**src/hw/mis_consts.svh**
```systemverilog
// constants for the mcu instruction sequencer
// Behaviour
// RL1: plain instructions take one cycle; branch, call, table read take two
// RL2: one instruction cycle is exactly four system clock cycles
// RL3: writing the program counter low byte jumps and costs one extra cycle
// RL4: skip test costs one cycle, plus one more when a skip happens
// RL5: skip tests continue with next instruction or skip exactly one
// RL6: AND, OR, XOR and invert set zero flag on zero result
// RL7: add flags carry above 255, subtract flags borrow below 0
// RL8: increment and decrement change the operand by exactly one
// RL9: rotates move one bit, the leaving bit re-enters at other end
// RL10: rotate via carry moves out-bit to carry, old carry into gap
// RL11: bit set and clear read, modify one bit, write back
// RL12: subroutine exit resumes after the call; plain jump saves nothing
// RL13: moves go register to accumulator, accumulator to register, immediate
// RL14: table read fetches program memory data into the data path
// RL15: halt instruction enters power-down state
// RL16: clock option is only 12MHz or 6MHz, fixed at programming
// RL17: programmed options cannot be changed by any instruction
// RL18: interrupt exit returns, sets global enable; subroutine exit does not
// RL19: four phases per cycle, restart at reset, extra fetch on jumps
`ifndef MIS_CONSTS_SVH
`define MIS_CONSTS_SVH

`define MIS_PHASES        3'h4
`define MIS_PHASE_FETCH   2'h0
`define MIS_PHASE_DECODE  2'h1
`define MIS_PHASE_READ    2'h2
`define MIS_PHASE_EXEC    2'h3

`define MIS_PC_RESET      12'h000
`define MIS_TBL_PAGE      4'hF
`define MIS_PC_LOW_ADDR   8'h06
`define MIS_STACK_DEPTH   8

`define MIS_CLS_MISC      4'h0
`define MIS_CLS_MOVAM     4'h1
`define MIS_CLS_MOVMA     4'h2
`define MIS_CLS_MOVAX     4'h3
`define MIS_CLS_ALUA      4'h4
`define MIS_CLS_ALUX      4'h5
`define MIS_CLS_BCLR      4'h6
`define MIS_CLS_BSET      4'h7
`define MIS_CLS_SKIP      4'h8
`define MIS_CLS_JUMP      4'h9
`define MIS_CLS_CALL      4'hA
`define MIS_CLS_TABRD     4'hB
`define MIS_CLS_ALUM      4'hC

`define MIS_MISC_NOP      4'h0
`define MIS_MISC_HALT     4'h1
`define MIS_MISC_SUBEXIT  4'h2
`define MIS_MISC_INTEXIT  4'h3

`define MIS_SKIP_SZ       4'h0
`define MIS_SKIP_SNZ      4'h1
`define MIS_SKIP_SZB      4'h2
`define MIS_SKIP_SNZB     4'h3
`define MIS_SKIP_SIZ      4'h4
`define MIS_SKIP_SDZ      4'h5

`define MIS_ALU_ADD       4'h0
`define MIS_ALU_ADC       4'h1
`define MIS_ALU_SUB       4'h2
`define MIS_ALU_SBC       4'h3
`define MIS_ALU_AND       4'h4
`define MIS_ALU_OR        4'h5
`define MIS_ALU_XOR       4'h6
`define MIS_ALU_INV       4'h7
`define MIS_ALU_INC       4'h8
`define MIS_ALU_DEC       4'h9
`define MIS_ALU_RR        4'hA
`define MIS_ALU_RL        4'hB
`define MIS_ALU_RR_VC     4'hC
`define MIS_ALU_RL_VC     4'hD

`define MIS_FREQ_12MHZ    1'b1
`define MIS_FREQ_6MHZ     1'b0
`define MIS_GIE_RESET     1'b0

`endif

```
**src/hw/mis_pkg.sv**
```systemverilog
// types and helpers of the mcu instruction sequencer
`default_nettype none
package mis_pkg;

   typedef enum logic [1:0] {
      S_EXEC,
      S_FLUSH,
      S_TABLE,
      S_HALT
   } mis_state_type;

   // replace one bit of a byte, the other seven stay as read
   function automatic logic [7:0] mis_put_bit(input logic [7:0] d,
                                              input logic [2:0] idx,
                                              input logic       val);
      logic [7:0] r;
      r      = d;
      r[idx] = val;
      return r;
   endfunction : mis_put_bit

endpackage : mis_pkg
`default_nettype wire

```
**src/hw/mis_sequencer.sv**
```systemverilog
// instruction sequencer and execution timing of the 8-bit core
`default_nettype none
`include "mis_consts.svh"
module mis_sequencer
   import mis_pkg::*;
(
   input  wire logic        CLK_I,
   input  wire logic        SYS_RST_I,
   input  wire logic        CLK_OPT_I,
   input  wire logic        WAKE_I,
   input  wire logic        INT_ACK_I,
   input  wire logic [15:0] PROG_DATA_I,
   input  wire logic [7:0]  DMEM_RDATA_I,
   output logic [11:0]      PROG_ADDR_O,
   output logic [7:0]       DMEM_ADDR_O,
   output logic [7:0]       DMEM_WDATA_O,
   output logic             DMEM_WE_O,
   output logic [7:0]       ACC_O,
   output logic             ZERO_O,
   output logic             CARRY_O,
   output logic [7:0]       TBLH_O,
   output logic             GIE_O,
   output logic             PDN_O,
   output logic             FREQ_SEL_O,
   output logic [1:0]       PHASE_O,
   output logic             INSTR_DONE_O
);
   logic [1:0]    phase;
   logic          ph_last;
   mis_state_type state_r;
   mis_state_type state_nxt;
   logic [11:0]   pc_r;
   logic [11:0]   pc_nxt;
   logic [11:0]   prog_addr_r;
   logic [15:0]   ir_r;
   logic [7:0]    dmem_addr_r;
   logic [7:0]    mdat_r;
   logic [7:0]    wdata_r;
   logic          we_r;
   logic [7:0]    acc_r;
   logic [7:0]    acc_nxt;
   logic          zero_r;
   logic          carry_r;
   logic [7:0]    tblh_r;
   logic [7:0]    tlow_r;
   logic          gie_r;
   logic          pdn_r;
   logic          opt_r;
   logic          opt_held_r;
   logic [11:0]   stack_r [0:`MIS_STACK_DEPTH-1];
   logic [2:0]    sp_r;

   logic [3:0]    cls;
   logic [3:0]    sub;
   logic [7:0]    opnd;
   logic          exec;
   logic          acc_we;
   logic          mem_wr;
   logic [7:0]    mem_wdat;
   logic          flag_we;
   logic          nonseq;
   logic          push;
   logic          pop;
   logic          halt;
   logic          set_gie;
   logic          tbl_go;
   logic          skip;
   logic [3:0]    alu_op;
   logic [7:0]    alu_b;
   logic [7:0]    alu_res;
   logic          alu_cout;
   logic          alu_c_upd;
   logic          alu_z_upd;

   mis_phase_gen u_phase (
      .clk_i   (CLK_I),
      .rst_i   (SYS_RST_I),
      .phase_o (phase),
      .last_o  (ph_last)
   );

   mis_alu u_alu (
      .op_i    (alu_op),
      .a_i     (acc_r),
      .b_i     (alu_b),
      .cin_i   (carry_r),
      .res_o   (alu_res),
      .cout_o  (alu_cout),
      .c_upd_o (alu_c_upd),
      .z_upd_o (alu_z_upd)
   );

   assign cls  = ir_r[15:12];
   assign sub  = ir_r[11:8];
   assign opnd = ir_r[7:0];
   // every instruction retires on the last phase of its first cycle
   assign exec = ph_last && (state_r == S_EXEC); // RL1 RL2

   always_comb begin
      pc_nxt   = pc_r + 12'h001;
      acc_nxt  = acc_r;
      acc_we   = 1'b0;
      mem_wr   = 1'b0;
      mem_wdat = mdat_r;
      flag_we  = 1'b0;
      nonseq   = 1'b0;
      push     = 1'b0;
      pop      = 1'b0;
      halt     = 1'b0;
      set_gie  = 1'b0;
      tbl_go   = 1'b0;
      skip     = 1'b0;
      alu_op   = sub;
      alu_b    = mdat_r;
      unique case (cls)
         `MIS_CLS_MISC: begin
            if (sub == `MIS_MISC_HALT) begin
               halt = 1'b1; // RL15
            end else if (sub == `MIS_MISC_SUBEXIT ||
                         sub == `MIS_MISC_INTEXIT) begin
               pop     = 1'b1;
               pc_nxt  = stack_r[sp_r - 3'h1]; // RL12
               nonseq  = 1'b1;
               set_gie = (sub == `MIS_MISC_INTEXIT); // RL18
            end
         end
         `MIS_CLS_MOVAM: begin
            acc_nxt = mdat_r; // RL13
            acc_we  = 1'b1;
         end
         `MIS_CLS_MOVMA: begin
            mem_wdat = acc_r; // RL13
            mem_wr   = 1'b1;
         end
         `MIS_CLS_MOVAX: begin
            acc_nxt = opnd; // RL13
            acc_we  = 1'b1;
         end
         `MIS_CLS_ALUA: begin
            acc_nxt = alu_res;
            acc_we  = 1'b1;
            flag_we = 1'b1;
         end
         `MIS_CLS_ALUX: begin
            alu_b   = opnd;
            acc_nxt = alu_res;
            acc_we  = 1'b1;
            flag_we = 1'b1;
         end
         `MIS_CLS_ALUM: begin
            mem_wdat = alu_res;
            mem_wr   = 1'b1;
            flag_we  = 1'b1;
         end
         `MIS_CLS_BCLR: begin
            mem_wdat = mis_put_bit(mdat_r, sub[2:0], 1'b0); // RL11
            mem_wr   = 1'b1;
         end
         `MIS_CLS_BSET: begin
            mem_wdat = mis_put_bit(mdat_r, sub[2:0], 1'b1); // RL11
            mem_wr   = 1'b1;
         end
         `MIS_CLS_SKIP: begin
            unique case (sub)
               `MIS_SKIP_SZ:   skip = (mdat_r == 8'h00);
               `MIS_SKIP_SNZ:  skip = (mdat_r != 8'h00);
               `MIS_SKIP_SZB:  skip = !mdat_r[opnd[2:0]];
               `MIS_SKIP_SNZB: skip = mdat_r[opnd[2:0]];
               `MIS_SKIP_SIZ: begin
                  mem_wdat = mdat_r + 8'h01; // RL8
                  mem_wr   = 1'b1;
                  skip     = (mem_wdat == 8'h00);
               end
               `MIS_SKIP_SDZ: begin
                  mem_wdat = mdat_r - 8'h01; // RL8
                  mem_wr   = 1'b1;
                  skip     = (mem_wdat == 8'h00);
               end
               default: skip = 1'b0;
            endcase
            if (skip) begin
               pc_nxt = pc_r + 12'h002; // RL5
               nonseq = 1'b1; // RL4
            end
         end
         `MIS_CLS_JUMP: begin
            pc_nxt = ir_r[11:0]; // RL12
            nonseq = 1'b1;
         end
         `MIS_CLS_CALL: begin
            push   = 1'b1;
            pc_nxt = ir_r[11:0];
            nonseq = 1'b1;
         end
         `MIS_CLS_TABRD: begin
            tbl_go = 1'b1; // RL14
         end
         default: begin
            nonseq = 1'b0;
         end
      endcase
      // a write landing on the low program counter byte is a jump
      if (mem_wr && opnd == `MIS_PC_LOW_ADDR) begin
         pc_nxt = {pc_r[11:8], mem_wdat}; // RL3
         nonseq = 1'b1; // RL3
      end
   end

   always_comb begin
      state_nxt = state_r;
      unique case (state_r)
         S_EXEC: begin
            if (halt) begin
               state_nxt = S_HALT;
            end else if (tbl_go) begin
               state_nxt = S_TABLE; // RL1
            end else if (nonseq) begin
               state_nxt = S_FLUSH; // RL19
            end
         end
         S_FLUSH: state_nxt = S_EXEC;
         S_TABLE: state_nxt = S_EXEC;
         S_HALT: begin
            if (WAKE_I) begin
               state_nxt = S_FLUSH;
            end
         end
      endcase
   end

   always_ff @(posedge CLK_I) begin
      if (SYS_RST_I) begin
         state_r <= S_EXEC;
      end else if (ph_last) begin
         state_r <= state_nxt; // RL2
      end
   end

   // fetch address goes out on phase 0, the word is taken on phase 1
   always_ff @(posedge CLK_I) begin
      if (SYS_RST_I) begin
         prog_addr_r <= `MIS_PC_RESET;
      end else if (phase == `MIS_PHASE_FETCH) begin
         if (state_r == S_TABLE) begin
            prog_addr_r <= {`MIS_TBL_PAGE, acc_r}; // RL14
         end else begin
            prog_addr_r <= pc_r;
         end
      end
   end

   always_ff @(posedge CLK_I) begin
      if (SYS_RST_I) begin
         ir_r        <= 16'h0000;
         dmem_addr_r <= 8'h00;
         tlow_r      <= 8'h00;
         tblh_r      <= 8'h00;
      end else if (phase == `MIS_PHASE_DECODE) begin
         if (state_r == S_EXEC) begin
            ir_r        <= PROG_DATA_I;
            dmem_addr_r <= PROG_DATA_I[7:0];
         end else if (state_r == S_TABLE) begin
            tlow_r <= PROG_DATA_I[7:0]; // RL14
            tblh_r <= PROG_DATA_I[15:8]; // RL14
         end
      end
   end

   always_ff @(posedge CLK_I) begin
      if (SYS_RST_I) begin
         mdat_r <= 8'h00;
      end else if (phase == `MIS_PHASE_READ) begin
         mdat_r <= DMEM_RDATA_I; // RL11
      end
   end

   // write strobe lasts one clock, in phase 0 of the following cycle
   always_ff @(posedge CLK_I) begin
      if (SYS_RST_I) begin
         we_r    <= 1'b0;
         wdata_r <= 8'h00;
      end else if (exec && mem_wr) begin
         we_r    <= 1'b1;
         wdata_r <= mem_wdat; // RL11
      end else if (ph_last && state_r == S_TABLE) begin
         we_r    <= 1'b1;
         wdata_r <= tlow_r; // RL14
      end else begin
         we_r <= 1'b0;
      end
   end

   always_ff @(posedge CLK_I) begin
      if (SYS_RST_I) begin
         pc_r <= `MIS_PC_RESET;
      end else if (exec) begin
         pc_r <= pc_nxt; // RL5 RL12
      end
   end

   always_ff @(posedge CLK_I) begin
      if (SYS_RST_I) begin
         acc_r <= 8'h00;
      end else if (exec && acc_we) begin
         acc_r <= acc_nxt; // RL13
      end
   end

   always_ff @(posedge CLK_I) begin
      if (SYS_RST_I) begin
         zero_r  <= 1'b0;
         carry_r <= 1'b0;
      end else if (exec && flag_we) begin
         if (alu_z_upd) begin
            zero_r <= (alu_res == 8'h00); // RL6
         end
         if (alu_c_upd) begin
            carry_r <= alu_cout; // RL7 RL10
         end
      end
   end

   // return address stack; deeper nesting than the depth wraps silently
   always_ff @(posedge CLK_I) begin
      if (exec && push) begin
         stack_r[sp_r] <= pc_r + 12'h001; // RL12
      end
   end

   always_ff @(posedge CLK_I) begin
      if (SYS_RST_I) begin
         sp_r <= 3'h0;
      end else if (exec && push) begin
         sp_r <= sp_r + 3'h1;
      end else if (exec && pop) begin
         sp_r <= sp_r - 3'h1;
      end
   end

   // setting by interrupt exit wins over a same-cycle acknowledge
   always_ff @(posedge CLK_I) begin
      if (SYS_RST_I) begin
         gie_r <= `MIS_GIE_RESET;
      end else if (exec && set_gie) begin
         gie_r <= 1'b1; // RL18
      end else if (INT_ACK_I) begin
         gie_r <= 1'b0;
      end
   end

   always_ff @(posedge CLK_I) begin
      if (SYS_RST_I) begin
         pdn_r <= 1'b0;
      end else if (exec && halt) begin
         pdn_r <= 1'b1; // RL15
      end else if (ph_last && state_r == S_HALT && WAKE_I) begin
         pdn_r <= 1'b0;
      end
   end

   // option strap is caught once after reset; no instruction reaches it
   always_ff @(posedge CLK_I) begin
      if (SYS_RST_I) begin
         opt_held_r <= 1'b0;
         opt_r      <= `MIS_FREQ_12MHZ;
      end else if (!opt_held_r) begin
         opt_held_r <= 1'b1; // RL17
         opt_r      <= CLK_OPT_I; // RL16
      end
   end

   assign PROG_ADDR_O  = prog_addr_r;
   assign DMEM_ADDR_O  = dmem_addr_r;
   assign DMEM_WDATA_O = wdata_r;
   assign DMEM_WE_O    = we_r;
   assign ACC_O        = acc_r;
   assign ZERO_O       = zero_r;
   assign CARRY_O      = carry_r;
   assign TBLH_O       = tblh_r;
   assign GIE_O        = gie_r;
   assign PDN_O        = pdn_r;
   assign FREQ_SEL_O   = opt_r;
   assign PHASE_O      = phase;
   assign INSTR_DONE_O = exec;
endmodule : mis_sequencer
`default_nettype wire

```
**src/hw/mis_phase_gen.sv**
```systemverilog
// four-phase generator for the instruction cycle
`default_nettype none
`include "mis_consts.svh"
module mis_phase_gen
   import mis_pkg::*;
(
   input  wire logic       clk_i,
   input  wire logic       rst_i,
   output logic [1:0]      phase_o,
   output logic            last_o
);
   logic [1:0] phase_r;

   always_ff @(posedge clk_i) begin
      if (rst_i) begin
         phase_r <= `MIS_PHASE_FETCH; // RL19
      end else begin
         phase_r <= phase_r + 2'h1; // RL2
      end
   end

   assign phase_o = phase_r;
   assign last_o  = (phase_r == `MIS_PHASE_EXEC);
endmodule : mis_phase_gen
`default_nettype wire

```
**src/hw/mis_alu.sv**
```systemverilog
// 8-bit arithmetic, logic and rotate unit
`default_nettype none
`include "mis_consts.svh"
module mis_alu
   import mis_pkg::*;
(
   input  wire logic [3:0] op_i,
   input  wire logic [7:0] a_i,
   input  wire logic [7:0] b_i,
   input  wire logic       cin_i,
   output logic [7:0]      res_o,
   output logic            cout_o,
   output logic            c_upd_o,
   output logic            z_upd_o
);
   logic [8:0] sum;

   always_comb begin
      sum     = 9'h000;
      res_o   = b_i;
      cout_o  = cin_i;
      c_upd_o = 1'b0;
      z_upd_o = 1'b1;
      unique case (op_i)
         `MIS_ALU_ADD: begin
            sum     = {1'b0, a_i} + {1'b0, b_i};
            res_o   = sum[7:0];
            cout_o  = sum[8]; // RL7
            c_upd_o = 1'b1;
         end
         `MIS_ALU_ADC: begin
            sum     = {1'b0, a_i} + {1'b0, b_i} + {8'h00, cin_i};
            res_o   = sum[7:0];
            cout_o  = sum[8]; // RL7
            c_upd_o = 1'b1;
         end
         `MIS_ALU_SUB: begin
            sum     = {1'b0, a_i} - {1'b0, b_i};
            res_o   = sum[7:0];
            cout_o  = sum[8]; // RL7
            c_upd_o = 1'b1;
         end
         `MIS_ALU_SBC: begin
            // carry holds the pending borrow here
            sum     = {1'b0, a_i} - {1'b0, b_i} - {8'h00, cin_i};
            res_o   = sum[7:0];
            cout_o  = sum[8]; // RL7
            c_upd_o = 1'b1;
         end
         `MIS_ALU_AND: res_o = a_i & b_i; // RL6
         `MIS_ALU_OR:  res_o = a_i | b_i; // RL6
         `MIS_ALU_XOR: res_o = a_i ^ b_i; // RL6
         `MIS_ALU_INV: res_o = ~b_i; // RL6
         `MIS_ALU_INC: res_o = b_i + 8'h01; // RL8
         `MIS_ALU_DEC: res_o = b_i - 8'h01; // RL8
         `MIS_ALU_RR: begin
            res_o   = {b_i[0], b_i[7:1]}; // RL9
            z_upd_o = 1'b0;
         end
         `MIS_ALU_RL: begin
            res_o   = {b_i[6:0], b_i[7]}; // RL9
            z_upd_o = 1'b0;
         end
         `MIS_ALU_RR_VC: begin
            res_o   = {cin_i, b_i[7:1]}; // RL10
            cout_o  = b_i[0];
            c_upd_o = 1'b1;
            z_upd_o = 1'b0;
         end
         `MIS_ALU_RL_VC: begin
            res_o   = {b_i[6:0], cin_i}; // RL10
            cout_o  = b_i[7];
            c_upd_o = 1'b1;
            z_upd_o = 1'b0;
         end
         default: begin
            z_upd_o = 1'b0;
         end
      endcase
   end
endmodule : mis_alu
`default_nettype wire

```
**config.mk**
```make
export PLATFORM = sky130hd
export DESIGN_NAME = mis_sequencer
export DESIGN_NICKNAME = d
export VERILOG_FILES = /design/src/hw/mis_pkg.sv /design/src/hw/mis_sequencer.sv /design/src/hw/mis_phase_gen.sv /design/src/hw/mis_alu.sv
export VERILOG_INCLUDE_DIRS = /design/src /design/src/hw
export SDC_FILE = /design/constraint.sdc
export NUM_CORES = 1
export LEC_CHECK = 0
export BUFFER_PORTS_ARGS = -buffer_cell sky130_fd_sc_hd__buf_4
export CORE_MARGIN = 3
export CORE_UTILIZATION = 56
export DETAILED_ROUTE_END_ITERATION = 12
export HOLD_SLACK_MARGIN = 0.12
export PLACE_DENSITY = 0.79
export SKIP_CTS_REPAIR_TIMING = 1
export SLEW_MARGIN = 10
export SYNTH_ARGS = -nofsm -noshare
export SYNTH_HDL_FRONTEND = slang
export SYNTH_SLANG_ARGS = --single-unit
```
**constraint.sdc**
```tcl
create_clock -name CLK_I -period 4.6 [get_ports CLK_I]
set_clock_uncertainty 0.2 [all_clocks]
set_input_delay 0.46 -clock CLK_I [delete_from_list [all_inputs] [get_ports CLK_I]]
set_output_delay 0.46 -clock CLK_I [all_outputs]
set_load 0.01 [all_outputs]
```
Yosys cells after proc, flatten, opt, wreduce, memory -nomap -nowiden:

Memory sizes are Yosys's and may differ from the RTL's.
Index checks and enable logic that the tools add are counted.

* reduce and logical (&&, ||, !) cells: 46
* order comparisons: 3
* bitwise logic cells: 9
* $add $sub $neg: 13
* mux-type cells: 55
* eq/ne operators: 34

Operator list (count)
* 8-bit one-hot mux with 14 select lines: 1
* 12-bit two-way mux: 4
* 4-bit == test, second input constant: 11
* 8-bit one-hot mux with 5 select lines: 1
* 12-bit one-hot mux with 3 select lines: 1
* 4-bit by 3-bit == test with 1-bit output, second input constant: 8
* 8-bit zero test: 4
* 8-bit two-way mux: 4
* 1-bit two-way mux: 29
* 8-bit one-hot mux with 3 select lines: 1
* 8-bit by 1-bit adder with 8-bit output, second input constant: 2
* 8-bit AND: 2
* 4-bit by 2-bit == test with 1-bit output, second input constant: 4
* 8-bit inverter: 2
* 8-bit bitwise OR: 2
* 8-bit one-hot mux with 2 select lines: 1
* 8-bit by 1-bit subtractor with 8-bit output, second input constant: 2
* 1-bit logical AND: 13
* 12-bit by 1-bit adder with 12-bit output, second input constant: 1
* 12-bit by 2-bit adder with 12-bit output, second input constant: 1
* 1-bit one-hot mux with 6 select lines: 2
* 10-bit OR reduction: 1
* 8-bit by 8-bit adder with 9-bit output: 1
* 9-bit by 1-bit adder with 9-bit output: 1
* other kinds (36): 61

* output and inout bits: 53
* register bits after elaboration: 102
* word-level logic and storage cells: 181
* memories kept: 1
* RAM bits: 96
* input port bits: 29

Memories
* stack_r: depth 8, width 12, read ports 1, clocked after Yosys merged registers in 0, wr ports 1, RTL line mis_sequencer.sv:50 `` logic [11:0] stack_r [0:`MIS_STACK_DEPTH-1]; ``

Depth between registers and ports, before layout:

Gate-level depths: netlist of run 1.

* depth after elaboration: 12
* mapped depth: 16
* gate-level depth less buffers: 15

By module:

From an unflattened synthesis of run 1, not the netlist that was laid out.

* cell total of the unflattened synthesis: 1334
* area total of the unflattened synthesis: 12169.2 µm²

Modules (own cells, without submodules)
* mis_sequencer: area an instance 9698.1 µm², cells an instance 978, instances 1
* mis_alu: area an instance 2408.6 µm², cells an instance 351, instances 1
* mis_phase_gen: area an instance 62.6 µm², cells an instance 5, instances 1

Least setup slack after synthesis of run 1:

No wires, ideal clock.

* path kind: register -> register
* start point: register ir_r[15]
* end point: register acc_r[7], in the netlist ACC_O[7]
* period minus slack after synthesis: 4.473 ns
* path buffers: 1
* stages on the path, launching flop included: 14
* data required time: 4.309 ns
* arrival: 4.182 ns
* slack: 0.127 ns
* cell sequence: dfxtp_1 -> nor4bb_2 -> buf_6 -> mux2i_1 -> inv_1 -> fa_1 -> or2_1 -> a221o_1 -> o311a_1 -> or4b_1 -> xnor2_1 -> o211ai_1 -> nand4b_1 -> a311oi_1

* longest elaborated chain between the ends: 6

RTL lines
* start, declared: RTL line mis_sequencer.sv:35 `logic [15:0] ir_r;`
* start signal, assigned: RTL line mis_sequencer.sv:254 `ir_r <= 16'h0000;`
* start signal, assigned: RTL line mis_sequencer.sv:260 `ir_r <= PROG_DATA_I;`
* 4-bit by 3-bit == test with 1-bit output: RTL line mis_sequencer.sv:115 `unique case (cls)`
* 8-bit two-way mux: RTL line mis_sequencer.sv:115
* 8-bit by 8-bit subtractor with 9-bit output / 8-bit by 8-bit adder with 9-bit output (equally long branches)
* 9-bit by 1-bit subtractor with 9-bit output / 9-bit by 1-bit adder with 9-bit output (equally long branches): RTL line mis_alu.sv:45, mis_alu.sv:32
* 8-bit one-hot mux with 14 select lines: RTL line mis_alu.sv:24 `unique case (op_i)`
* 8-bit one-hot mux with 3 select lines: RTL line mis_sequencer.sv:115
* end signal, assigned: RTL line mis_sequencer.sv:305 `acc_r <= acc_nxt;`
* end, declared: RTL line mis_sequencer.sv:40 `logic [7:0] acc_r;`

Parallel ways exist; a longest one is shown, timed or not.
A chain may end at the register's enable or synchronous reset.

Worst setup path after layout of run 1:

* start point: register ir_r[15]
* end point: register wdata_r[7], in the netlist DMEM_WDATA_O[7]

* longest elaborated chain between the ends: 7

RTL lines
* 4-bit by 3-bit == test with 1-bit output: RTL line mis_sequencer.sv:115
* 8-bit two-way mux: RTL line mis_sequencer.sv:115
* 8-bit by 8-bit subtractor with 9-bit output / 8-bit by 8-bit adder with 9-bit output (equally long branches)
* 9-bit by 1-bit subtractor with 9-bit output / 9-bit by 1-bit adder with 9-bit output (equally long branches): RTL line mis_alu.sv:45, mis_alu.sv:32
* 8-bit one-hot mux with 14 select lines: RTL line mis_alu.sv:24
* 8-bit one-hot mux with 5 select lines: RTL line mis_sequencer.sv:115
* 8-bit two-way mux: RTL line mis_sequencer.sv:282 `end else if (exec && mem_wr) begin`
* end signal, assigned: RTL line mis_sequencer.sv:284 `wdata_r <= mem_wdat;`
* end signal, assigned: RTL line mis_sequencer.sv:287 `wdata_r <= tlow_r;`
* end, declared: RTL line mis_sequencer.sv:38 `logic [7:0] wdata_r;`

Parallel ways exist; a longest one is shown, timed or not.

==> flow_metrics.env, run 1 <==
export IMPL_drt_first_pass_iters=7
export IMPL_slew_limit_headroom_pct=32.7
export IMPL_synth_edf_count=96
export IMPL_design_area_um2=14000
export IMPL_crit_required_ps=4680
export IMPL_end_kind="register"
export IMPL_cts_clk_slew_worst_paths_ps=80
export IMPL_finalSetupViolCount=0
export IMPL_grt_overflow_total=0
export IMPL_place_gp_congestion=1.05
export IMPL_io_buffers=81
export IMPL_p_leak_nw=5.11
export IMPL_syn_to_final_growth_pct=15.5
export IMPL_placementRows=53
export IMPL_fmax_mhz=227
export IMPL_via_per_inst=6.78
export IMPL_cts_made_buffers=17
export IMPL_grt_start_max_net_pins=87
export IMPL_initial_utilization_pct=57.3
export IMPL_hold_viol=0
export IMPL_vdd_ir_drop_max_mv=0.280
export IMPL_synth_top_area_share_pct=23.8
export IMPL_grt_pass1_vias=10500
export IMPL_yosys_area_top_type="edfxtp_1"
export IMPL_io_pins=82
export IMPL_power_density_nw_per_um2=299
export IMPL_final_nets=1499
export IMPL_grt_first_pass_wirelength_um=59400
export IMPL_die_area_um2=23400
export IMPL_cts_tree="built"
export IMPL_fillers=1643
export IMPL_yosysWarnings=0
export IMPL_report_final_slew_viol_count=0
export IMPL_max_slew_worst_pin_slew_ps=1010
export IMPL_grt_use_total_pct=31.7
export IMPL_yosysSeqAreaShare_pct=39.3
export IMPL_hold_slack_ps=89.3
export IMPL_drc_errors=0
export IMPL_final_cell_mix="nand2_1 (164), buf_4 (142), nor2_1 (127)"
export IMPL_status="finished, final reports clean"
export IMPL_seqCellArea_um2=4770
export IMPL_die_h_um=153
export IMPL_drt_iter0_markers=2043
export IMPL_syn_inst=1334
export IMPL_cts_num_sinks=190
export IMPL_post_route_min_period_ps=4400
export IMPL_clockBufferDepth=2
export IMPL_placed_cell_area_um2=13100
export IMPL_vias=11600
export IMPL_crit_fanout=5
export IMPL_crit_type="register to register"
export IMPL_start_kind="register"
export IMPL_ant_nets=0
export IMPL_ys_seq_elements=190
export IMPL_fin_setup_tns_ps=0
export IMPL_synthFlopType="edfxtp_1"
export IMPL_dp_hpwl_um=26600
export IMPL_post_route_period_util_pct=95.7
export IMPL_cap_violations=0
export IMPL_worstPathArrival_ps=4480
export IMPL_multi_input_area_um2=6820
export IMPL_avgSynthCellArea_um2=9.08
export IMPL_wirelength_um=38700
export IMPL_hp_class="input pin to register"
export IMPL_wl_per_cell_um=22.7
export IMPL_coreArea_um2=21200
export IMPL_synthArstFlopShare_pct=0
export IMPL_clk_latency_ps=440
export IMPL_antenna_found_initial=1
export IMPL_synthTopCellsByArea="edfxtp_1 (24%), dfxtp_1 (16%), nand2_1 (5.1%), ha_1 (5.0%), mux4_2 (4.8%)"
export IMPL_grt_setup_unrepaired="false"
export IMPL_drive_above_1_share_pct=16.5
export IMPL_htree_levels=4
export IMPL_clockRootBuffer="clkbuf_16"
export IMPL_dieWidth_um=153
export IMPL_syn_area_um2=12100
export IMPL_final_common_cell="nand2_1"
export IMPL_synth_cell_types=89
export IMPL_syn_nets=1414
[final timing paths]
| path | start | to | slack, ps | cells after the start |
|---|---|---|---|---|
| setup reg to reg | ir_r[15] | DMEM_WDATA_O[7] | 200 | 12 |
| hold reg to reg | tlow_r[0] | tlow_r[0] | 260 | 2 |
| setup / recovery | ir_r[15] | DMEM_WDATA_O[7] | 200 | 12 |
| hold / removal | DMEM_RDATA_I[4] | mdat_r[4] | 90 | 3 |
[synth_stat cells (all sizes together), types with 25 or more instances]
library cell and instances:
edfxtp 96, nor3 34, buf 25, mux2i 44, mux4 26, o21ai 60
nor2 128, xnor2 36, dfxtp 94, nand3 35, inv 42, ha 48
a21oi 107, a211oi 32, nand2 165, clkbuf 74
[cell families (layout without fill, tap and decap cells)]
group                      after synthesis  in the layout  share of synthesized area, %
adders and majority gates               51             51                          5.45
buffers and inverters                  143            241                          4.83
other                                    0              1                             0
xor gates and xnor gates                52             52                          3.76
DFF                                    190            190                          39.3
AOI/OAI and AO/OA                      359            359                          19.9
and+or+nand+nor                        467            467                          18.0
muxes                                   72             72                          8.75
[power by group]
part / total (mW) / internal, mW / switching [mW]
clock: 1.52 / 0.778 / 0.741
sequential: 1.84 / 1.80 / 0.0418
combinational: 0.826 / 0.313 / 0.513
total: 4.19 / 2.89 / 1.30
[routing by layer]
metal | global-route usage [%] | share of wire, % | vias up | wire, um
met5 | 0 | 0 | - | 0
met4 | 12.9 | 5.0 | 0 | 1940
met3 | 8.92 | 15 | 214 | 5720
met2 | 45.3 | 42 | 925 | 16200
met1 | 45.6 | 38 | 5342 | 14900
li1 | - | - | 5095 | -
[metrics by stage]
step,instances,power (mW),util [%],setup WS [ps]
3_3_place_gp,1651,2.63,62.0,172
3_5_place_dp,1651,2.65,62.0,57.1
2_1_floorplan,1334,2.39,-,127
6_report,1708,4.19,66.1,197
5_1_grt,1708,4.30,66.1,20.2
4_1_cts,1683,4.13,64.9,5.57
[worst max-delay path: stages, from the launching register on]
cell and delay [ps]:
dfxtp_1 340, nor4bb_4 390, mux2i_1 280, inv_1 180, fa_2 440, or2_1 250, a221o_1 350, o311a_1 350
or4b_1 530, xnor2_1 340, o211ai_1 200, a31oi_2 290, a211oi_1 100
[registers in the layout (all words and copies together), names as in the netlist, 2 cells and up]
register / count
ACC_O: 8
DMEM_WDATA_O: 8
PROG_ADDR_O: 12
TBLH_O: 8
ir_r: 16
mdat_r: 8
pc_r: 12
sp_r: 3
stack_r: 96
state_r: 2
tlow_r: 8
u_phase.phase_o: 2
[area by class of cell]
cell class | count | area share [%]
timing repair buffer | 165 | 9.28
clock inverter | 14 | 1.18
multi-input combinational | 1001 | 48.7
inverter | 44 | 1.18
antenna | 1 | 0.0179
sequential | 190 | 34.1
clock buffer | 18 | 3.07
tap | 275 | 2.46
(Power assumes the default switching activity.)
==> run 2, diff against run 1 <==
--- a/config.mk
+++ b/config.mk
@@ -12,6 +12,7 @@
 export DETAILED_ROUTE_END_ITERATION = 12
 export HOLD_SLACK_MARGIN = 0.12
 export PLACE_DENSITY = 0.79
+export REMOVE_ABC_BUFFERS = 1
 export SKIP_CTS_REPAIR_TIMING = 1
 export SLEW_MARGIN = 10
 export SYNTH_ARGS = -nofsm -noshare
==> run 2 against run 1 <==
Net effect:
- via count shrank 0.54%
- fmax shrank 1.5%
- utilization grew 1.1 points
- clock power is essentially flat
- sequential share of layout area shrank 0.54 points
- critical endpoint unchanged
- highest routed layer unchanged
==> flow_metrics.env, run 2 (synthesized netlist as in run 1, its figures left out) <==
export IMPL_status="finished, final reports clean"
export IMPL_cap_violations=0
export IMPL_antenna_cells=0
export IMPL_cts_clk_slew_worst_paths_ps=80
export IMPL_pwr_share_comb_pct=20.7
export IMPL_antenna_found_initial=0
export IMPL_cts_tree="built"
export IMPL_cts_num_sinks=190
export IMPL_vdd_ir_drop_max_mv=0.270
export IMPL_cp_slowest_stage_delay_ps=530
export IMPL_internal_power_mw=2.88
export IMPL_post_route_min_period_ps=4470
export IMPL_post_route_period_util_pct=97.2
export IMPL_clockBufferDepth=2
export IMPL_fillers=1666
export IMPL_crit_chain="nor4bb_4 > buf_4 > buf_4 > mux2_4 > ha_1 > or2_1 > a221o_1 > o311a_1 > or4b_4 > xnor2_1 > buf_4 > o211ai_1 > a31oi_1 > a211oi_1"
export IMPL_hold_slack_ps=175
export IMPL_setup_ws_ps=130
export IMPL_final_nets=1526
export IMPL_power_mw=4.22
export IMPL_placementRows=53
export IMPL_vias=11500
export IMPL_finalSetupViolCount=0
export IMPL_grt_overflow_total=0
export IMPL_io_buffers=81
export IMPL_seqPwrFrac_pct=43.6
export IMPL_holdPathStages=4
export IMPL_syn_to_final_growth_pct=17.3
export IMPL_ant_nets=0
export IMPL_clockRootBuffer="clkbuf_16"
export IMPL_worstPathArrival_ps=4550
export IMPL_cp_common_cell="buf_4"
export IMPL_fmax_mhz=224
export IMPL_coreArea_um2=21200
export IMPL_cts_made_buffers=17
export IMPL_seqCellArea_um2=4770
export IMPL_hp_class="input pin to register"
export IMPL_grt_use_total_pct=34.8
export IMPL_crit_type="register to register"
export IMPL_via_per_inst=6.64
export IMPL_drive_above_1_share_pct=18.0
export IMPL_grt_start_max_net_pins=65
export IMPL_start_kind="register"
export IMPL_placed_cell_area_um2=13300
export IMPL_switchingPower_mw=1.34
export IMPL_end_kind="register"
export IMPL_cp_depth=14
export IMPL_crit_required_ps=4680
export IMPL_dp_hpwl_um=30200
export IMPL_p_leak_nw=5.26
export IMPL_place_gp_congestion=1.04
export IMPL_slew_limit_headroom_pct=31.8
export IMPL_hold_viol=0
export IMPL_cp_slowest_cell="or4b_4"
export IMPL_die_area_um2=23400
export IMPL_io_pins=82
export IMPL_reg_top3="stack_r (96), ir_r (16)"
export IMPL_crit_fanout=5
export IMPL_wirelength_um=42300
export IMPL_fin_util_pct=67.2
export IMPL_critPathBufInv=3
export IMPL_power_density_nw_per_um2=297
export IMPL_report_final_slew_viol_count=0
export IMPL_grt_pass1_vias=10700
export IMPL_place_ws_ps=86.7
export IMPL_die_h_um=153
export IMPL_wl_per_cell_um=24.4
export IMPL_initial_utilization_pct=57.3
export IMPL_drt_iter0_markers=1379
export IMPL_clk_latency_ps=440
export IMPL_multi_input_area_um2=6840
export IMPL_largest_register="stack_r"
export IMPL_drt_first_pass_iters=7
export IMPL_crit_family="compound AO/OA/AOI/OAI gates"
export IMPL_design_area_um2=14200
export IMPL_largest_reg_flops=96
export IMPL_max_slew_worst_pin_slew_ps=1020
export IMPL_final_common_cell="buf_4"
export IMPL_drc_errors=0
export IMPL_htree_levels=4
export IMPL_grt_first_pass_wirelength_um=63600
export IMPL_reg2reg_depth=14
export IMPL_dieWidth_um=153
export IMPL_switching_share_pct=31.8
export IMPL_pwr_share_clk_pct=35.6
export IMPL_final_cell_mix="buf_4 (167), nand2_1 (164), nor2_1 (127)"
-- run 2: cell types whose count changed in the layout (fill, tap and decap cells not counted), moves of 2 or more --
cell / previous run / this run
clkinv_8: 2 / 4
buf_4: 142 / 167
a211oi_2: 0 / 2
inv_6: 2 / 5
dlygate4sd3_1: 22 / 25
a211oi_1: 32 / 30
clkinvlp_4: 2 / 0
inv_8: 5 / 2
-- run 2: worst min-delay path, delay by kind of cell --
kind            cells  cell delay (ps)
compound gates      1               60
buf+inv             1              110
simple gates        2              150
-- run 2: path summary, 6_finish.rpt --
| kind | start | to | slack [ps] |
|---|---|---|---|
| worst max-delay path | ir_r[15] | DMEM_WDATA_O[7] | 130 |
| worst min-delay path | WAKE_I | PDN_O | 170 |
| worst max register to register | ir_r[15] | DMEM_WDATA_O[7] | 130 |
| worst min register to register | tlow_r[4] | tlow_r[4] | 260 |
-- run 2: power by group through the flow --
stage	registers, mW	logic (mW)	clock network (mW)
global route	1.84	0.932	1.57
detailed placement	1.88	0.818	0
CTS	1.84	0.824	1.50
floorplan	1.90	0.450	0
finish	1.84	0.875	1.50
global placement	1.88	0.812	0
-- run 2: area by class of cell --
class / instances / share of cell area [%]
Multi-Input combinational cell: 1001 / 48.1
Sequential cell: 190 / 33.5
Timing Repair Buffer: 192 / 10.6
Clock buffer: 18 / 3.02
Tap cell: 275 / 2.42
Clock inverter: 14 / 1.16
Inverter: 44 / 1.16
-- run 2: stage by stage --
stage,std cells,TNS [ps]
after CTS,1708,0
after global routing,1734,-60.6
after global placement,1676,0
after floorplan,1235,-7590
final,1734,0
after detailed placement,1676,0
-- run 2: layer usage --
layer  up-vias  share of wire [%]  GRT usage, %  wire length (um)
li1       5147                  -             -                 -
met1      5398                 39          47.1             16500
met2       837                 44          53.1             18800
met3       131                 12          8.89              5100
met4         0                4.5          14.8              1890
met5         -                  0             0                 0
